<file path="config.mk">
export PLATFORM = sky130hd
export DESIGN_NAME = smch_dte
export DESIGN_NICKNAME = d
export VERILOG_FILES = /design/src/rtl/smch_pkg.sv /design/src/rtl/smch_buf.sv /design/src/rtl/smch_dte.sv
export SDC_FILE = /design/constraint.sdc
export NUM_CORES = 1
export LEC_CHECK = 0
export ABC_AREA = 0
export ABC_CLOCK_PERIOD_IN_PS = 1800
export BUFFER_PORTS_ARGS = -buffer_cell sky130_fd_sc_hd__buf_2
export CAP_MARGIN = 30
export CORE_MARGIN = 5
export CORE_UTILIZATION = 30
export CTS_CLUSTER_DIAMETER = 30
export DETAILED_ROUTE_END_ITERATION = 12
export SLEW_MARGIN = 20
export SYNTH_ARGS = -nofsm -noshare
export SYNTH_HDL_FRONTEND = slang
export SYNTH_SLANG_ARGS = --single-unit
</file>
<file path="constraint.sdc">
create_clock -name clock -period 1.8 [get_ports clock]
set_input_delay 0.27 -clock clock [delete_from_list [all_inputs] [get_ports clock]]
set_output_delay 0.27 -clock clock [all_outputs]
set_load 0.05 [all_outputs]
</file>
<file path="src/rtl/smch_pkg.sv">
// Notes on behaviour
// - Raise request to send when transmit ready
// - Drop request to send when transmission done; the code holds it a further HOLD_CYC cycles first
// - Transmit line idles at mark
// - Start frames only with all four lines asserted; CTS and DSR are checked only while flow_gate_en is set
// - Raise terminal ready when ready for traffic
// - Terminal ready precedes data set ready
package smch_pkg;
    localparam int  SMCH_SYNC_STAGES = 2;
    localparam int  SMCH_NUM_CTRL    = 4;
    localparam int  SMCH_IDX_CTS     = 0;
    localparam int  SMCH_IDX_DSR     = 1;
    localparam int  SMCH_IDX_DCD     = 2;
    localparam int  SMCH_IDX_RI      = 3;
    localparam logic SMCH_MARK       = 1'b1;
    localparam int  SMCH_CLK_MHZ     = 125;
    // Hold-off after the last stop bit before request is dropped
    localparam int  SMCH_RTS_HOLD_NS = 1000;
    localparam int  SMCH_RTS_HOLD_CYC = (SMCH_RTS_HOLD_NS * SMCH_CLK_MHZ + 999) / 1000;
    localparam int  SMCH_BUF_DEPTH   = 2;
    typedef enum logic [1:0] {SMCH_IDLE, SMCH_START, SMCH_DATA, SMCH_STOP} smch_tx_state_t;
endpackage

</file>
<file path="src/rtl/smch_buf.sv">
`timescale 1ns/1ps
`default_nettype none
module smch_buf
    import smch_pkg::*;
#(
    parameter int WIDTH = 8,
    parameter int DEPTH = SMCH_BUF_DEPTH
) (
    // System
    input  wire logic             clock,
    input  wire logic             sys_rst,
    input  wire logic             clk_en,
    // Fill side
    input  wire logic [WIDTH-1:0] in_data,
    input  wire logic             in_valid,
    output logic                  in_ready,
    // Drain side
    output logic [WIDTH-1:0]      out_data,
    output logic                  out_valid,
    input  wire logic             out_ready
);
    localparam int AW = (DEPTH > 1) ? $clog2(DEPTH) : 1;
    logic [WIDTH-1:0] mem_reg [DEPTH];
    logic [AW-1:0]    wr_reg;
    logic [AW-1:0]    rd_reg;
    logic [AW:0]      cnt_reg;
    logic             push;
    logic             pop;

    assign in_ready  = (cnt_reg < (AW+1)'(DEPTH));
    assign out_valid = (cnt_reg != '0);
    assign out_data  = mem_reg[rd_reg];
    assign push      = in_valid && in_ready;
    assign pop       = out_valid && out_ready;

    always_ff @(posedge clock) begin
        if (clk_en && push) begin
            mem_reg[wr_reg] <= in_data;
        end
    end

    always_ff @(posedge clock) begin
        if (sys_rst) begin
            wr_reg  <= '0;
            rd_reg  <= '0;
            cnt_reg <= '0;
        end else if (clk_en) begin
            if (push) begin
                wr_reg <= (wr_reg == AW'(DEPTH - 1)) ? '0 : wr_reg + 1'b1;
            end
            if (pop) begin
                rd_reg <= (rd_reg == AW'(DEPTH - 1)) ? '0 : rd_reg + 1'b1;
            end
            cnt_reg <= cnt_reg + (AW+1)'(push) - (AW+1)'(pop);
        end
    end
endmodule
`default_nettype wire

</file>
<file path="src/rtl/smch_dte.sv">
`timescale 1ns/1ps
`default_nettype none
module smch_dte
    import smch_pkg::*;
#(
    parameter int DATA_BITS = 8,
    parameter int BIT_DIV   = 1085,
    parameter int HOLD_CYC  = SMCH_RTS_HOLD_CYC
) (
    // System
    input  wire logic                 clock,
    input  wire logic                 sys_rst,
    input  wire logic                 clk_en,
    // Software control
    input  wire logic                 term_ready_en,
    input  wire logic                 flow_gate_en,
    // Byte stream in
    input  wire logic [DATA_BITS-1:0] tx_data,
    input  wire logic                 tx_valid,
    output logic                      tx_ready,
    // Modem lines
    input  wire logic                 cts_in,
    input  wire logic                 dsr_in,
    input  wire logic                 dcd_in,
    input  wire logic                 ri_in,
    output logic                      rts_out,
    output logic                      dtr_out,
    output logic                      td_out,
    // Status
    output logic [SMCH_NUM_CTRL-1:0]  line_level,
    output logic [SMCH_NUM_CTRL-1:0]  line_change,
    output logic                      tx_busy
);
    localparam int DW = $clog2(BIT_DIV + 1);
    localparam int BW = $clog2(DATA_BITS + 1);
    localparam int HW = $clog2(HOLD_CYC + 2);

    logic [SMCH_NUM_CTRL-1:0] raw;
    logic [SMCH_NUM_CTRL-1:0] sync1_reg;
    logic [SMCH_NUM_CTRL-1:0] sync2_reg;
    logic [SMCH_NUM_CTRL-1:0] level_reg;
    logic [SMCH_NUM_CTRL-1:0] change_reg;
    logic [DATA_BITS-1:0]     b_data;
    logic                     b_valid;
    logic                     b_ready;
    logic                     in_ready;
    smch_tx_state_t           state_reg;
    logic [DW-1:0]            div_reg;
    logic [BW-1:0]            bit_reg;
    logic [DATA_BITS-1:0]     shift_reg;
    logic [HW-1:0]            hold_reg;
    logic                     rts_reg;
    logic                     dtr_reg;
    logic                     td_reg;
    logic                     busy_reg;
    logic                     tx_ready_reg;
    logic                     may_start;
    logic                     bit_tick;
    logic                     push_ok;
    logic                     gate_ok;

    assign raw = {ri_in, dcd_in, dsr_in, cts_in};

    // Inputs are asynchronous to our clock; only sync2 is ever looked at
    genvar gi;
    generate
        for (gi = 0; gi < SMCH_NUM_CTRL; gi++) begin : g_sync
            always_ff @(posedge clock) begin
                if (sys_rst) begin
                    sync1_reg[gi]  <= 1'b0;
                    sync2_reg[gi]  <= 1'b0;
                    level_reg[gi]  <= 1'b0;
                    change_reg[gi] <= 1'b0;
                end else if (clk_en) begin
                    sync1_reg[gi]  <= raw[gi];
                    sync2_reg[gi]  <= sync1_reg[gi];
                    level_reg[gi]  <= sync2_reg[gi];
                    change_reg[gi] <= sync2_reg[gi] ^ level_reg[gi];
                end
            end
        end
    endgenerate

    // Buffer keeps words offered while the modem holds off transmission
    smch_buf #(.WIDTH(DATA_BITS), .DEPTH(SMCH_BUF_DEPTH)) u_buf (
        .clock     (clock),
        .sys_rst   (sys_rst),
        .clk_en    (clk_en),
        .in_data   (tx_data),
        .in_valid  (push_ok),
        .in_ready  (in_ready),
        .out_data  (b_data),
        .out_valid (b_valid),
        .out_ready (b_ready)
    );

    // Gating may be bypassed for peripherals that leave CTS and DSR open
    assign gate_ok   = !flow_gate_en ||
                       (level_reg[SMCH_IDX_CTS] && level_reg[SMCH_IDX_DSR]);
    // A frame needs DTR and RTS on at once, and CTS and DSR too unless gating is bypassed
    assign may_start = dtr_reg && rts_reg && gate_ok;
    assign b_ready   = (state_reg == SMCH_IDLE) && may_start && b_valid;
    assign bit_tick  = (div_reg == DW'(BIT_DIV - 1));
    // Only words offered while the registered ready is shown enter the buffer
    assign push_ok   = tx_valid && tx_ready_reg;

    // Terminal ready follows software one cycle later
    always_ff @(posedge clock) begin
        if (sys_rst) begin
            dtr_reg <= 1'b0;
        end else if (clk_en) begin
            dtr_reg <= term_ready_en;
        end
    end

    // Bit-time divider runs only inside a frame so each start bit is full length
    always_ff @(posedge clock) begin
        if (sys_rst) begin
            div_reg <= '0;
        end else if (clk_en) begin
            div_reg <= (state_reg == SMCH_IDLE || bit_tick) ? '0 : div_reg + 1'b1;
        end
    end

    // Frame shifter: start bit, data LSB first, one stop bit
    always_ff @(posedge clock) begin
        if (sys_rst) begin
            state_reg <= SMCH_IDLE;
            bit_reg   <= '0;
            shift_reg <= '0;
            td_reg    <= SMCH_MARK;
        end else if (clk_en) begin
            case (state_reg)
                SMCH_IDLE: begin
                    td_reg <= SMCH_MARK;
                    if (b_ready) begin
                        shift_reg <= b_data;
                        td_reg    <= ~SMCH_MARK;
                        state_reg <= SMCH_START;
                    end
                end
                SMCH_START: begin
                    if (bit_tick) begin
                        td_reg    <= shift_reg[0];
                        shift_reg <= shift_reg >> 1;
                        bit_reg   <= BW'(1);
                        state_reg <= SMCH_DATA;
                    end
                end
                SMCH_DATA: begin
                    if (bit_tick) begin
                        if (bit_reg == BW'(DATA_BITS)) begin
                            td_reg    <= SMCH_MARK;
                            state_reg <= SMCH_STOP;
                        end else begin
                            td_reg    <= shift_reg[0];
                            shift_reg <= shift_reg >> 1;
                            bit_reg   <= bit_reg + 1'b1;
                        end
                    end
                end
                // Line rests at mark from the stop bit onward
                SMCH_STOP: begin
                    td_reg <= SMCH_MARK;
                    if (bit_tick) begin
                        state_reg <= SMCH_IDLE;
                    end
                end
                default: begin
                    state_reg <= SMCH_IDLE;
                    td_reg    <= SMCH_MARK;
                end
            endcase
        end
    end

    // Request stays up while DTR is on and data waits or a frame runs, then after a hold-off
    always_ff @(posedge clock) begin
        if (sys_rst) begin
            rts_reg  <= 1'b0;
            hold_reg <= '0;
        end else if (clk_en) begin
            if (dtr_reg && (b_valid || state_reg != SMCH_IDLE)) begin
                rts_reg  <= 1'b1;
                hold_reg <= HW'(HOLD_CYC);
            end else if (hold_reg != '0) begin
                hold_reg <= hold_reg - 1'b1;
            end else begin
                rts_reg  <= 1'b0;
            end
        end
    end

    always_ff @(posedge clock) begin
        if (sys_rst) begin
            busy_reg <= 1'b0;
        end else if (clk_en) begin
            busy_reg <= (state_reg != SMCH_IDLE) || b_valid;
        end
    end

    // Ready drops for a cycle after each accepted word: in_ready does not yet count
    // that word, so this keeps the registered ready from promising space it lacks
    always_ff @(posedge clock) begin
        if (sys_rst) begin
            tx_ready_reg <= 1'b0;
        end else if (clk_en) begin
            tx_ready_reg <= in_ready && !push_ok;
        end
    end

    // Every output is a flop
    assign rts_out     = rts_reg;
    assign dtr_out     = dtr_reg;
    assign td_out      = td_reg;
    assign line_level  = level_reg;
    assign line_change = change_reg;
    assign tx_busy     = busy_reg;
    // Words are accepted only on tx_valid with this high
    assign tx_ready    = tx_ready_reg;
endmodule
`default_nettype wire

</file>
==> impl_metrics.tcl <==
set metrics [dict create \
    wl_per_cell_um 12.8 \
    drive_above_1_share_pct 32.0 \
    path_max_fanout 5 \
    p_seq_share_pct 42.7 \
    status "finished, violations left" \
    largest_reg_flops 16 \
    totalWireLength_um 7260 \
    reg2reg_depth 8 \
    hp-start "tx_data[0]" \
    holdBufCountCts 0 \
    h-tree-depth 3 \
    worst_slack_ns -0.0245 \
    violations "setup timing" \
    ys_ff_latch 74 \
    syn-num-nets 380 \
    clock_latency_ns 0.33 \
    pwr-share-comb_pct 17.1 \
    cts_max_path_buffers 2 \
    vias 2733 \
    required_ns 2.06 \
    irDropWorstVdd_mv 0.645 \
    synthTopCellsByArea "dfxtp_1 (34%), edfxtp_1 (14%), mux2i_1 (8.1%)" \
    synth_area_per_cell_sq_um 9.88 \
    crit_type "reg -> reg" \
    r2r-end "shift_reg[6]" \
    slew_headroom_pct 69.5 \
    fp.dieArea_sq_um 13800 \
    synth_top_area_share_pct 33.6 \
    areaGrowthSynthToFinish_pct 33.0 \
    start_util_pct 30.4 \
    syn-instance-count 350 \
    fin_crit_sh_pct 101 \
    ys.flop_type "dfxtp_1" \
    worst_pin_slew_ns 0.457 \
    io_pins 31 \
    clockRootBuffer "clkbuf_16" \
    setup_viol 8 \
    first_pass_iters 6 \
    grt_pass1_vias 2659 \
    setup.reg_to_reg.worst_slack_ns -0.02 \
    yosysMostFrequentCell "dfxtp_1" \
    design.core.area_sq_um 11400 \
    synth_common_cells "dfxtp_1 (58), nor2_1 (42), mux2i_1 (28)" \
    intPower_mw 3.20 \
    postRouteAntennaNets 0 \
    final_nets 450 \
    period_needed_ns 1.82 \
    fmax_mhz 548 \
    synth_cell_types 51 \
    end_kind "register" \
    grt_max_degree 30 \
    hold-path-endpoint "u_buf.mem_reg[0][0]" \
    grt_usage_pct 10.7 \
    synth_top_area_cell "dfxtp_1" \
    netSwitchingFraction_pct 25.6 \
    startpoint "state_reg[0]" \
    maxSlewViolCount 0 \
    powerDensity_nw_per_um2 936 \
    grt_pass1_wl_um 12300 \
    dp_hpwl_um 4970 \
    clkPwrFrac_pct 40.2 \
    fillCellCount 1099 \
    path_clk_slew_ns 0.06 \
    whs_path_depth 1 \
    port_buffers 30 \
    syn_area_sq_um 3460 \
    antenna_found_initial 0 \
    drc 0 \
    grt-ovfl-total 0 \
    synthArstFlopShare_pct 0 \
    place_congestion 0.795 \
    crit_arrival_ns 2.08 \
    cp-start-kind "register" \
    place_area_sq_um 4050 \
    preCtsSetupSlack_ns -0.140 \
    seq_area_frac_synth_pct 47.5 \
    final_area_sq_um 4600 \
    cts_buffers 9 \
    drv_cap 0 \
    cts_tree "built" \
    yosysWarningCount 0 \
    drt_iter0_drc 113 \
    finClkSkew_ns 0.00507 \
    clock-sinks 74 \
    synth_edf_count 16 \
    dieWidth_um 117 \
    fp.dieH_um 117 \
    p_switching_mw 1.10 \
    vias_per_cell 4.81 \
    rsz0062_at_grt "yes" \
    min_path_type "in -> reg" \
    antennaDiodeCount 0 \
    rows 39 \
    finalHoldViolCount 0 \
    timing.rr.start "state_reg[0]" \
    leakagePower_nw 1.77 \
]
[cell families after synthesis]
logic type | after synthesis | share of synthesized area [%]
XOR/XNOR | 18 | 4.56
AO/OA/AOI/OAI | 72 | 13.9
flip-flops | 74 | 47.5
buffers and inverters | 33 | 4.23
AND/OR/NAND/NOR | 113 | 17.3
multiplexers | 28 | 8.11
adder cells (fa/ha/maj) | 12 | 4.34
[metrics by stage]
| step | setup TNS, ns | cells | utilization, % | power, mW | hold slack, ns |
|---|---|---|---|---|---|
| after floorplan | -0.00567 | 350 | - | 2.34 | 0.369 |
| after global placement | -0.0422 | 545 | 35.6 | 2.54 | 0.456 |
| after detailed placement | -0.536 | 545 | 35.6 | 2.55 | 0.461 |
| after CTS | -0.0324 | 566 | 39.4 | 4.31 | 0.116 |
| after global routing | -0.723 | 568 | 40.5 | 4.52 | 0.109 |
| final | -0.134 | 568 | 40.5 | 4.31 | 0.129 |
[worst max-delay path: stages, from the launching register on]
cell      delay [ns]
dfxtp_2         0.36
inv_4           0.06
ha_4            0.17
buf_6           0.12
nand4b_1        0.15
o211ai_4        0.13
buf_12          0.15
or4b_1          0.46
a21oi_1         0.14
[power groups by stage]
stage,combinational (mW),clock (mW),sequential (mW)
5_1_grt,0.811,1.86,1.85
4_1_cts,0.697,1.78,1.84
6_report,0.736,1.73,1.84
3_3_place_gp,0.667,0,1.87
2_1_floorplan,0.423,0,1.92
3_5_place_dp,0.678,0,1.87
[placed cells by master, fill, tap and decap left out, types with 5 or more instances in the layout]
cell type	n
xor2_1	7
nand4_1	5
edfxtp_1	16
inv_1	11
nand3_1	5
ha_1	7
buf_4	38
o21ai_0	14
nor2_1	41
o31ai_1	8
clkbuf_16	11
a211oi_1	5
dfxtp_2	6
xnor2_1	10
nand2_1	20
mux2i_1	28
dfxtp_1	50
a21oi_1	18
buf_2	30
nor3_1	6
[layout make-up]
type / instances / area [sq um] / area share, %
clock buffers: 12 / 278 / 6.04
multi-input cells: 243 / 1820 / 39.6
well taps: 143 / 179 / 3.89
flip-flops and latches: 74 / 1660 / 36.0
clock inverters: 4 / 22.5 / 0.490
repair buffers: 77 / 581 / 12.6
inverters: 15 / 63.8 / 1.39
[how the worst max path moves through the flow]
stage,endpoint,cells after the start,slack (ns)
3_5_place_dp,u_buf.cnt_reg[1],11,-0.14
3_3_place_gp,u_buf.cnt_reg[1],11,-0.04
4_1_cts,shift_reg[5],8,-0.02
2_1_floorplan,u_buf.cnt_reg[1],11,-0.006
6_report,shift_reg[6],8,-0.02
5_1_grt,u_buf.cnt_reg[1],11,-0.12
[timing repair]
action / CTS / global route
resized for setup: 20 / 29
pin swaps: 8 / 12
gates cloned: 1 / 0
setup endpoints to repair: 11 / 15
buffers inserted: 5 / 2
[metal layers]
metal | track usage, % | wire, um
met5 | 0 | 0
met4 | 5.73 | 161
met3 | 2.60 | 290
met2 | 17.1 | 3450
met1 | 13.1 | 3360
Note: power is estimated with default switching activity, not from simulation.
